[src/td_cfg.svh]
// constants for the two-channel tamper detector: offsets, bit positions, timing
`ifndef TD_CFG_SVH
`define TD_CFG_SVH

`define TD_OFF_FLAGS     8'h0F
`define TD_OFF_CH1       8'h14
`define TD_OFF_CH2       8'h15

`define TD_BIT_ENABLE    7
`define TD_BIT_IRQ_EN    6
`define TD_BIT_SW_TYPE   5
`define TD_BIT_TRIG_LVL  4
`define TD_BIT_SAMPLING  3
`define TD_BIT_EXT_CLR   2
`define TD_BIT_RAM_CLR   1

`define TD_CFG_RESET     8'h00
`define TD_BYTE_ZERO     8'h00

`define TD_CLK_HZ        200000000
`define TD_SAMPLE_HZ     1
`define TD_CLEAR_MS      1000
`define TD_SAMPLE_CYCLES (`TD_CLK_HZ / `TD_SAMPLE_HZ)
`define TD_CLEAR_CYCLES  ((`TD_CLK_HZ / 1000) * `TD_CLEAR_MS)

`define TD_CNT_W         28
`define TD_NUM_CH        2

`endif

[src/td_pkg.sv]
// shared types for the two-channel tamper detector
package td_pkg;
  typedef logic [7:0] td_byte_t;
  typedef logic [1:0] td_chan_t;
  typedef enum logic {TD_CLR_IDLE, TD_CLR_PULSE} td_clr_state_e;
endpackage

[src/td_tamper_top.sv]
// two-channel tamper detector with config/flag registers, irq, ram clear
//
// Function
// - two independent channels, each flag settable only while its enable is set
// - tamper is a normally-open switch closing or normally-closed switch opening
// - enable bit one arms the channel; zero disables detection
// - enabled channel sets its flag in the flag register on tamper
// - flag is read-only; cleared only by writing enable to zero
// - irq enable one drives the interrupt pin on that channel's tamper
// - in battery backup, interrupt also needs the alarm-in-backup enable
// - switch type bit: one normally-open, zero normally-closed
// - trigger level bit: one tamper drives pin high, zero low
// - during the external clear interval, a high-level tamper is not detected
// - normally-closed mode may sample at 1 Hz instead of continuous watching
// - a stopped oscillator forces continuous watching
// - ram clear with enable set zeros all user ram on tamper
// - after a clear, user ram stays locked until that enable is zeroed
`timescale 1ns/1ps
`default_nettype none
`include "td_cfg.svh"

module td_tamper_top
  import td_pkg::*;
#(
  parameter int SAMPLE_CYCLES = `TD_SAMPLE_CYCLES,
  parameter int CLEAR_CYCLES  = `TD_CLEAR_CYCLES
)
(
  input  wire logic      clock_in,
  input  wire logic      rst_in,
  input  wire td_pkg::td_byte_t reg_addr_in,
  input  wire logic      reg_wr_in,
  input  wire td_pkg::td_byte_t reg_wdata_in,
  output td_pkg::td_byte_t      reg_rdata_out,
  input  wire logic      tamper_input_one_in,
  input  wire logic      tamper_input_two_in,
  input  wire logic      battery_backup_in,
  input  wire logic      alarm_in_backup_enable_in,
  input  wire logic      osc_running_in,
  output logic           irq_n_out,
  output logic           user_ram_clear_out,
  output logic           user_ram_locked_out,
  output logic           ext_ram_clear_out
);
  import td_pkg::*;

  td_byte_t              cfg_reg [`TD_NUM_CH];
  td_chan_t              flag;
  td_chan_t              flag_prev_reg;
  td_chan_t              lock_reg;
  td_chan_t              pins;
  td_chan_t              rise;
  logic [`TD_CNT_W-1:0]  tick_cnt_reg;
  logic                  tick_reg;
  logic [`TD_CNT_W-1:0]  clr_cnt_reg;
  td_clr_state_e         clr_state_reg;
  logic                  irq_next;
  logic                  ext_start;
  logic                  ram_start;
  td_byte_t              rdata_next;
  logic                  in_backup_meta_reg;
  logic                  in_backup_reg;
  logic                  osc_meta_reg;
  logic                  osc_reg;

  assign pins = {tamper_input_two_in, tamper_input_one_in};

  // status levels come from the supply/oscillator side, so synchronise them too
  always_ff @(posedge clock_in)
  begin
    if (rst_in)
    begin
      in_backup_meta_reg <= 1'b0;
      in_backup_reg      <= 1'b0;
      osc_meta_reg       <= 1'b0;
      osc_reg            <= 1'b0;
    end
    else
    begin
      in_backup_meta_reg <= battery_backup_in;
      in_backup_reg      <= in_backup_meta_reg;
      osc_meta_reg       <= osc_running_in;
      osc_reg            <= osc_meta_reg;
    end
  end

  // 1 Hz sampling strobe; counter wraps instead of using a slow clock
  always_ff @(posedge clock_in)
  begin
    if (rst_in)
    begin
      tick_cnt_reg <= '0;
      tick_reg     <= 1'b0;
    end
    else if (tick_cnt_reg == `TD_CNT_W'(SAMPLE_CYCLES - 1))
    begin
      tick_cnt_reg <= '0;
      tick_reg     <= 1'b1;
    end
    else
    begin
      tick_cnt_reg <= tick_cnt_reg + `TD_CNT_W'(1);
      tick_reg     <= 1'b0;
    end
  end

  genvar i;
  generate
    for (i = 0; i < `TD_NUM_CH; i++)
    begin : g_ch
      always_ff @(posedge clock_in)
      begin
        if (rst_in)
          cfg_reg[i] <= `TD_CFG_RESET;
        else if (reg_wr_in && (reg_addr_in == (`TD_OFF_CH1 + 8'(i))))
          cfg_reg[i] <= reg_wdata_in;
      end

      td_channel u_chan (
        .clock_in                 (clock_in),
        .rst_in                   (rst_in),
        .tamper_pin_in            (pins[i]),
        .tamper_enable_in         (cfg_reg[i][`TD_BIT_ENABLE]),
        .switch_type_select_in    (cfg_reg[i][`TD_BIT_SW_TYPE]),
        .trigger_level_select_in  (cfg_reg[i][`TD_BIT_TRIG_LVL]),
        .input_sampling_select_in (cfg_reg[i][`TD_BIT_SAMPLING]),
        .sample_tick_in           (tick_reg),
        .osc_running_in           (osc_reg),
        .block_high_in            (clr_state_reg == TD_CLR_PULSE),
        .tamper_flag_out          (flag[i])
      );

      assign rise[i] = flag[i] && !flag_prev_reg[i];

      // lock holds until this channel's enable is written to zero
      always_ff @(posedge clock_in)
      begin
        if (rst_in)
          lock_reg[i] <= 1'b0;
        else if (!cfg_reg[i][`TD_BIT_ENABLE])
          lock_reg[i] <= 1'b0;
        else if (rise[i] && cfg_reg[i][`TD_BIT_RAM_CLR])
          lock_reg[i] <= 1'b1;
      end
    end
  endgenerate

  always_ff @(posedge clock_in)
  begin
    if (rst_in)
      flag_prev_reg <= '0;
    else
      flag_prev_reg <= flag;
  end

  assign ram_start = (rise[0] && cfg_reg[0][`TD_BIT_RAM_CLR]) || (rise[1] && cfg_reg[1][`TD_BIT_RAM_CLR]);
  assign ext_start = (rise[0] && cfg_reg[0][`TD_BIT_EXT_CLR]) || (rise[1] && cfg_reg[1][`TD_BIT_EXT_CLR]);

  always_ff @(posedge clock_in)
  begin
    if (rst_in)
    begin
      user_ram_clear_out  <= 1'b0;
      user_ram_locked_out <= 1'b0;
    end
    else
    begin
      user_ram_clear_out  <= ram_start;
      user_ram_locked_out <= |lock_reg;
    end
  end

  // external clear interval; a tamper during it does not restart the pulse
  always_ff @(posedge clock_in)
  begin
    if (rst_in)
    begin
      clr_state_reg     <= TD_CLR_IDLE;
      clr_cnt_reg       <= '0;
      ext_ram_clear_out <= 1'b0;
    end
    else
    begin
      case (clr_state_reg)
        TD_CLR_IDLE:
        begin
          if (ext_start)
          begin
            clr_state_reg     <= TD_CLR_PULSE;
            clr_cnt_reg       <= `TD_CNT_W'(CLEAR_CYCLES - 1);
            ext_ram_clear_out <= 1'b1;
          end
        end
        TD_CLR_PULSE:
        begin
          if (clr_cnt_reg == '0)
          begin
            clr_state_reg     <= TD_CLR_IDLE;
            ext_ram_clear_out <= 1'b0;
          end
          else
            clr_cnt_reg <= clr_cnt_reg - `TD_CNT_W'(1);
        end
        default:
          clr_state_reg <= TD_CLR_IDLE;
      endcase
    end
  end

  // level interrupt: stays low until the flag or its irq enable is cleared, or backup starts without the alarm enable
  assign irq_next = ((flag[0] && cfg_reg[0][`TD_BIT_IRQ_EN]) || (flag[1] && cfg_reg[1][`TD_BIT_IRQ_EN]))
                    && (!in_backup_reg || alarm_in_backup_enable_in);
  always_ff @(posedge clock_in)
  begin
    if (rst_in)
      irq_n_out <= 1'b1;
    else
      irq_n_out <= !irq_next;
  end

  // flag register is read-only: writes to it are dropped
  always_comb
  begin
    rdata_next = `TD_BYTE_ZERO;
    if (reg_addr_in == `TD_OFF_FLAGS)
      rdata_next = {6'h00, flag};
    else if (reg_addr_in == `TD_OFF_CH1)
      rdata_next = cfg_reg[0];
    else if (reg_addr_in == `TD_OFF_CH2)
      rdata_next = cfg_reg[1];
  end

  always_ff @(posedge clock_in)
  begin
    if (rst_in)
      reg_rdata_out <= `TD_BYTE_ZERO;
    else
      reg_rdata_out <= rdata_next;
  end
endmodule

`default_nettype wire

[src/td_channel.sv]
// one tamper channel: input synchroniser, trigger evaluation, sticky flag
`timescale 1ns/1ps
`default_nettype none
`include "td_cfg.svh"

module td_channel
  import td_pkg::*;
(
  input  wire logic clock_in,
  input  wire logic rst_in,
  input  wire logic tamper_pin_in,
  input  wire logic tamper_enable_in,
  input  wire logic switch_type_select_in,
  input  wire logic trigger_level_select_in,
  input  wire logic input_sampling_select_in,
  input  wire logic sample_tick_in,
  input  wire logic osc_running_in,
  input  wire logic block_high_in,
  output logic      tamper_flag_out
);

  logic meta_reg;
  logic sync_reg;
  logic active;
  logic sampled_mode;
  logic look;

  // two flops before anything reads the pin
  always_ff @(posedge clock_in)
  begin
    if (rst_in)
    begin
      meta_reg <= 1'b0;
      sync_reg <= 1'b0;
    end
    else
    begin
      meta_reg <= tamper_pin_in;
      sync_reg <= meta_reg;
    end
  end

  // the trigger level is the same test for both switch types; the type only decides sampling
  assign active       = (sync_reg == trigger_level_select_in);
  // sampling only for normally-closed, and only while the oscillator runs
  assign sampled_mode = !switch_type_select_in && input_sampling_select_in && osc_running_in;
  assign look         = sampled_mode ? sample_tick_in : 1'b1;
  always_ff @(posedge clock_in)
  begin
    if (rst_in)
      tamper_flag_out <= 1'b0;
    else if (!tamper_enable_in)
      tamper_flag_out <= 1'b0;
    else if (active && look && !(block_high_in && trigger_level_select_in))
      tamper_flag_out <= 1'b1;
    // otherwise hold, even if the pin goes quiet again
  end
endmodule

`default_nettype wire

[config.mk]
export PLATFORM = sky130hd
export DESIGN_NAME = td_tamper_top
export DESIGN_NICKNAME = d
export VERILOG_FILES = /design/src/td_pkg.sv /design/src/td_tamper_top.sv /design/src/td_channel.sv
export VERILOG_INCLUDE_DIRS = /design/src
export SDC_FILE = /design/constraint.sdc
export NUM_CORES = 1
export LEC_CHECK = 0
export ABC_CLOCK_PERIOD_IN_PS = 5500
export BUFFER_PORTS_ARGS = -buffer_cell sky130_fd_sc_hd__buf_2
export CORE_ASPECT_RATIO = 0.7
export CORE_MARGIN = 1
export CORE_UTILIZATION = 50
export DETAILED_ROUTE_END_ITERATION = 8
export PLACE_DENSITY = 0.68
export SETUP_SLACK_MARGIN = 0.02
export SLEW_MARGIN = 20
export SYNTH_ARGS = -nofsm -noshare
export SYNTH_HDL_FRONTEND = slang
export SYNTH_SLANG_ARGS = --single-unit
[constraint.sdc]
create_clock -name clock_in -period 5.5 [get_ports clock_in]
set_input_delay 0.55 -clock clock_in [delete_from_list [all_inputs] [get_ports clock_in]]
set_output_delay 0.55 -clock clock_in [all_outputs]
set_load 0.005 [all_outputs]
==> results.sh, run 1 <==
export IMPL_clock_latency_ns=0.34
export IMPL_wl_um=9235
export IMPL_critPathRequiredTime_ns=5.77
export IMPL_power_net_switching_w=0.0004608
export IMPL_avgViaCountPerCell=5.630
export IMPL_synth_flop_cell="dfxtp_1"
export IMPL_worstReg2RegStart="clr_state_reg"
export IMPL_design_power_total_w=0.001649
export IMPL_rr_worst_depth=5
export IMPL_wire_per_inst_um=14.66
export IMPL_area_growth_pct=12.06
export IMPL_whs_ns=0.4155
export IMPL_worst_slew_pin_slew_ns=0.7328
export IMPL_synthCells=476
export IMPL_maxCapViolCount=0
export IMPL_min_period_ns=2.408
export IMPL_path_class="flop to flop"
export IMPL_worstHoldStart="osc_running_in"
export IMPL_nFillCells=778
export IMPL_holdPathEnd="osc_meta_reg"
export IMPL_clk_pin_slew_ns=0.06
export IMPL_grt_overflow_total=0
export IMPL_nets=532
export IMPL_synth_top_area_share=0.3787
export IMPL_die_w_um=114.6
export IMPL_clock_power_share=0.350
export IMPL_grt_pass1_wl_um=15370
export IMPL_ant_nets=0
export IMPL_drc=0
export IMPL_antennaDiodeCount=0
export IMPL_combPwrFrac=0.150
export IMPL_final_hold_viol_count=0
export IMPL_status="finished clean"
export IMPL_cts_buffer_depth=2
export IMPL_ios=36
export IMPL_drtIter0Drc=310
export IMPL_start_kind="flop"
export IMPL_leakage_nw=1.744
export IMPL_fmax_mhz=415.3
export IMPL_final_cell_mix="dfxtp_1 (84), nor2_1 (64), buf_2 (35)"
export IMPL_ys_warnings_count=0
export IMPL_seqPwrFrac=0.500
export IMPL_p_int_w=0.001188
export IMPL_powerDensity_nw_per_um2=331.4
export IMPL_dpl_hpwl_um=6426
export IMPL_skew_ns=0.002455
export IMPL_setup_viol=0
export IMPL_drive_above_1_share=0.1275
export IMPL_cts_sinks=100
export IMPL_p_sw_frac=0.2794
export IMPL_antenna_found_initial=0
export IMPL_synth_edf_count=16
export IMPL_fin_crit_sh=0.4378
export IMPL_synth_area_um2=4441
export IMPL_syn_avg_cell_area_um2=9.329
export IMPL_core_area_um2=8548
export IMPL_final_common_cell="dfxtp_1"
export IMPL_synth_seq_cells=100
export IMPL_cts_root_buf="clkbuf_16"
export IMPL_h_tree_depth=3
export IMPL_initial_core_util=0.5195
export IMPL_first_pass_iters=4
export IMPL_grt_max_degree=53
export IMPL_numCtsBuffers=9
export IMPL_die_area_um2=9268
export IMPL_grt_use_total=0.2143
export IMPL_yosysUniqueCellTypes=55
export IMPL_hold_path_depth=2
export IMPL_cts_hold_buf=0
export IMPL_setup_tns_ns=0
export IMPL_ff2ff_setup_slack_ns=3.09
export IMPL_synth_top_cell_by_area="dfxtp_1"
export IMPL_final_max_slew_viol_count=0
export IMPL_hp_class="input port to flop"
export IMPL_vias=3547
export IMPL_synth_async_reset_ratio=0
export IMPL_io_buffers=35
export IMPL_critical_path_arrival_ns=2.68
export IMPL_irDropWorstVdd_uv=171.7
export IMPL_grt_pass1_vias=3279
export IMPL_cp_max_fo=19
export IMPL_yosysSeqAreaShare=0.4869
export IMPL_num_rows=28
export IMPL_relSlewSlack=0.5093
export IMPL_cp_end_kind="flop"
export IMPL_ys_top_cells_by_area="dfxtp_1 (38%), edfxtp_1 (11%), nor2_1 (5.4%)"
export IMPL_r2r_end="clr_cnt_reg[23]"
export IMPL_rsz0062_at_grt="false"
export IMPL_gp_congestion=0.8244
export IMPL_cts_tree="done"
export IMPL_fp_dieH_um=80.85
export IMPL_syn_num_nets=503
export IMPL_cts_setup_buffers=0
export IMPL_post_cts_resized=0
cell type report:
class	count	area [µm²]	share of cell area
inverter	11	41.29	0.008298
timing repair buffer	36	182.7	0.03671
clock inverter	5	36.28	0.007292
clock buffer	11	232.7	0.04677
multi-input combinational	347	2171	0.4363
sequential	100	2162	0.4345
tap	120	150.1	0.03017
power by group through the flow:
stage,Clock [W],Sequential [W],Combinational (W)
6_report,0.000577,0.000824,0.000248
5_1_grt,0.000616,0.000829,0.000273
2_1_floorplan,0,0.000825,0.000193
4_1_cts,0.000593,0.000822,0.000245
3_5_place_dp,0,0.000839,0.000243
3_3_place_gp,0,0.000838,0.000239
synth_stat cells, types with 9 or more instances:
| library cell | number |
|---|---|
| nor4_1 | 16 |
| xor2_1 | 10 |
| dfxtp_1 | 84 |
| or4_1 | 9 |
| and2_1 | 18 |
| xnor2_1 | 21 |
| nor2_1 | 64 |
| edfxtp_1 | 16 |
| clkbuf_1 | 15 |
| nor3_1 | 19 |
| nand4_1 | 9 |
| nand3_1 | 12 |
| a21oi_1 | 19 |
| nor2b_1 | 12 |
| inv_1 | 11 |
| or3_1 | 11 |
| a22oi_1 | 9 |
| nand2_1 | 25 |
| o21ai_0 | 11 |
through the flow:
stage                     instance area (µm²)  setup WS (ns)    util  instances
after detailed placement                 4707          2.995  0.5506        614
after CTS                                4976          3.110  0.5821        630
after global routing                     4976          2.903  0.5821        630
after global placement                   4701          2.905  0.5499        614
after floorplan                          4441          3.529       -        476
final                                    4976          3.092  0.5821        630
how the worst max path moves through the flow:
stage / startpoint / endpoint / slack, ns
6_report: clr_state_reg / clr_cnt_reg[23] / 3.09
3_5_place_dp: reg_addr_in[7] / cfg_reg[1][4] / 3.00
4_1_cts: clr_state_reg / clr_cnt_reg[23] / 3.11
3_3_place_gp: reg_addr_in[7] / cfg_reg[1][5] / 2.91
2_1_floorplan: reg_addr_in[7] / cfg_reg[1][0] / 3.53
5_1_grt: clr_state_reg / clr_cnt_reg[11] / 2.90
metal layers:
metal / GRT usage / wire [µm] / up-vias
li1: - / - / 1780
met2: 0.3267 / 3861 / 60
met4: 0.06883 / 106 / 0
met3: 0.05224 / 381 / 9
met5: 0 / 0 / -
met1: 0.2997 / 4885 / 1698
logic make-up (layout without fill, tap and decap cells):
| kind of cell | after synthesis | count (layout) | share of synthesized area |
|---|---|---|---|
| and+or+nand+nor | 242 | 242 | 0.3133 |
| adders and majority gates | 3 | 3 | 0.008454 |
| xor gates and xnor gates | 31 | 31 | 0.06114 |
| buffers and inverters | 29 | 63 | 0.02564 |
| muxes | 2 | 2 | 0.004508 |
| DFF | 100 | 100 | 0.4869 |
| AOI/OAI and AO/OA | 69 | 69 | 0.1000 |
critical path, cell delays in order (launching register included):
cell,delay (ns)
dfxtp_1,0.70
nor3b_1,0.30
nand4_2,0.33
o21ai_2,0.63
o21ai_0,0.19
a31oi_1,0.18
No activity file was read; power rests on OpenSTA's default activity.
==> run 2, diff against run 1 <==
--- a/config.mk
+++ b/config.mk
@@ -6,13 +6,14 @@
 export SDC_FILE = /design/constraint.sdc
 export NUM_CORES = 1
 export LEC_CHECK = 0
-export ABC_CLOCK_PERIOD_IN_PS = 5500
+export ABC_AREA = 1
+export ABC_CLOCK_PERIOD_IN_PS = 2000
 export BUFFER_PORTS_ARGS = -buffer_cell sky130_fd_sc_hd__buf_2
 export CORE_ASPECT_RATIO = 0.7
 export CORE_MARGIN = 1
 export CORE_UTILIZATION = 50
 export DETAILED_ROUTE_END_ITERATION = 8
-export PLACE_DENSITY = 0.68
+export PLACE_DENSITY = 0.71
 export SETUP_SLACK_MARGIN = 0.02
 export SLEW_MARGIN = 20
 export SYNTH_ARGS = -nofsm -noshare
==> constraint.sdc (replaced) <==
create_clock -name clock_in -period 2 [get_ports clock_in]
set_input_delay 0.2 -clock clock_in [delete_from_list [all_inputs] [get_ports clock_in]]
set_output_delay 0.2 -clock clock_in [all_outputs]
set_load 0.005 [all_outputs]
==> run 2 against run 1 <==
- power grew to 3.0 times the previous value
- flip-flop and latch count stayed put
- clock skew up 0.0056 ns
- synthesized cell count increased by 48%
- clock power grew to 3.1 times the previous value
- worst hold slack worse by 0.38 ns
- non-clock buffer count up 11
- critical path depth is 5 higher
==> results.sh, run 2 <==
export IMPL_fp_dieH_um=85.89
export IMPL_synth_edf_count=16
export IMPL_syn_avg_cell_area_um2=7.119
export IMPL_post_cts_resized=0
export IMPL_synth_top_cell_by_area="dfxtp_1"
export IMPL_cp_end_kind="flop"
export IMPL_cts_setup_buffers=0
export IMPL_critical_path_arrival_ns=2.09
export IMPL_grt_use_total=0.2418
export IMPL_yosysUniqueCellTypes=39
export IMPL_wire_per_inst_um=13.32
export IMPL_wl_um=11730
export IMPL_synth_async_reset_ratio=0
export IMPL_area_growth_pct=12.72
export IMPL_ios=36
export IMPL_vias=4611
export IMPL_synth_common_cells="nand2_1 (162), nor2_1 (119), inv_1 (91)"
export IMPL_fmax_mhz=537.4
export IMPL_drc=0
export IMPL_dpl_hpwl_um=8512
export IMPL_cts_tree="done"
export IMPL_critPathRequiredTime_ns=2.23
export IMPL_syn_num_nets=733
export IMPL_irDropWorstVdd_uv=475.9
export IMPL_drive_above_1_share=0.1421
export IMPL_final_max_slew_viol_count=0
export IMPL_synth_most_common_cell="nand2_1"
export IMPL_cp_max_fo=4
export IMPL_antenna_found_initial=0
export IMPL_skew_ns=0.008098
export IMPL_hp_class="input port to flop"
export IMPL_final_cell_mix="nand2_1 (162), nor2_1 (119), inv_1 (91)"
export IMPL_design_area_um2=5665
export IMPL_cts_root_buf="clkbuf_16"
export IMPL_cts_hold_buf=0
export IMPL_fin_crit_sh=0.9305
export IMPL_worst_slew_pin_slew_ns=0.5440
export IMPL_first_pass_iters=5
export IMPL_numCtsBuffers=9
export IMPL_grt_pass1_vias=4142
export IMPL_clock_latency_ns=0.35
export IMPL_min_period_ns=1.861
export IMPL_nets=775
export IMPL_synth_flop_cell="dfxtp_1"
export IMPL_gp_congestion=0.9033
export IMPL_grt_overflow_total=0
export IMPL_setup_tns_ns=0
export IMPL_cts_buffer_depth=2
export IMPL_place_area_um2=5353
export IMPL_synth_top_area_share=0.3346
export IMPL_io_buffers=35
export IMPL_core_area_um2=9722
export IMPL_grt_max_degree=42
export IMPL_yosysSeqAreaShare=0.4302
export IMPL_drtIter0Drc=407
export IMPL_synth_seq_cells=100
export IMPL_die_w_um=121.8
export IMPL_ys_warnings_count=0
export IMPL_initial_core_util=0.5170
export IMPL_leakage_nw=2.329
export IMPL_setup_viol=0
export IMPL_final_hold_viol_count=0
export IMPL_synth_area_um2=5026
export IMPL_relSlewSlack=0.6373
export IMPL_path_class="flop to flop"
export IMPL_maxCapViolCount=0
export IMPL_start_kind="flop"
export IMPL_num_rows=30
export IMPL_status="finished clean"
export IMPL_synthCells=706
export IMPL_ys_top_cells_by_area="dfxtp_1 (33%), nand2_1 (12%), edfxtp_1 (9.6%)"
export IMPL_grt_pass1_wl_um=19850
export IMPL_nFillCells=904
export IMPL_final_common_cell="nand2_1"
export IMPL_cts_sinks=100
export IMPL_ant_nets=0
export IMPL_h_tree_depth=3
export IMPL_antennaDiodeCount=0
export IMPL_avgViaCountPerCell=5.234
export IMPL_rsz0062_at_grt="false"
export IMPL_clk_pin_slew_ns=0.08
export IMPL_die_area_um2=10460
export IMPL_powerDensity_nw_per_um2=860.1
run 2: changes by cell type after synthesis, sizes merged, moves of 12 or more:
| cell | change |
|---|---|
| a21oi | +36 |
| and2 | -18 |
| inv | +82 |
| nand2 | +150 |
| nand3 | +30 |
| nor2 | +65 |
| nor2b | -12 |
| nor4 | -15 |
| or3 | -13 |
| xnor2 | -16 |
run 2: through the flow:
stage / power (W) / util / cells / hold slack, ns / worst slack, ns
CTS: 0.004873 / 0.5820 / 881 / 0.03224 / 0.1589
global placement: 0.003111 / 0.5506 / 865 / 0.3918 / 0.2148
detailed placement: 0.003136 / 0.5506 / 865 / 0.3995 / 0.2121
floorplan: 0.002910 / - / 706 / 0.3070 / 0.3694
global route: 0.005103 / 0.5828 / 881 / 0.04035 / 0.02156
finish: 0.004873 / 0.5828 / 881 / 0.03870 / 0.1391
run 2: worst paths after layout:
| kind | depth (start not counted) | to | from | slack [ns] |
|---|---|---|---|---|
| max | 10 | clr_cnt_reg[19] | clr_cnt_reg[7] | 0.14 |
| min | 2 | irq_n_out | alarm_in_backup_enable_in | 0.04 |
| max reg2reg | 10 | clr_cnt_reg[19] | clr_cnt_reg[7] | 0.14 |
| min reg2reg | 2 | g_ch[1].u_chan.sync_reg | g_ch[1].u_chan.meta_reg | 0.41 |
run 2: where the power goes:
part	internal (W)	total [W]	switching, W
Combinational	0.000299	0.000893	0.000595
Clock	0.000890	0.00176	0.000866
Sequential	0.00213	0.00222	0.0000927
run 2: logic make-up (layout without fill, tap and decap cells):
logic type      Yosys count  count (layout)  synth area share
fa+ha+maj                 3               3          0.007469
buf+inv                 111             158           0.09410
flops                   100             100            0.4302
simple gates            398             398            0.3468
xor+xnor                 14              14           0.02440
compound gates           80              80           0.09709
run 2: layout make-up:
type                            instances  area, µm²  share of cell area
Clock buffer                            9      225.2             0.03975
Clock inverter                          7      80.08             0.01413
Inverter                               95      369.1             0.06515
Multi-Input combinational cell        495       2391              0.4220
Sequential cell                       100       2162              0.3816
Tap cell                              128      160.2             0.02827
Timing Repair Buffer                   47      277.8             0.04903
run 2: worst max-delay path: stages (launching register included):
cell and delay [ns]:
dfxtp_1 0.35, nor2_1 0.36, nand2_1 0.18, inv_1 0.08, nand2_1 0.05, nor2_1 0.32
nand2_1 0.10, nand2_1 0.08, nand3_1 0.06, nand2_1 0.09, a21oi_2 0.05
run 2: per-layer routing:
layer / vias up / wire, µm / GRT usage
met3: 10 / 975 / 0.05785
met1: 2088 / 5840 / 0.3593
met4: 0 / 96 / 0.05948
met5: - / 0 / 0
met2: 167 / 4821 / 0.3482
li1: 2346 / - / -
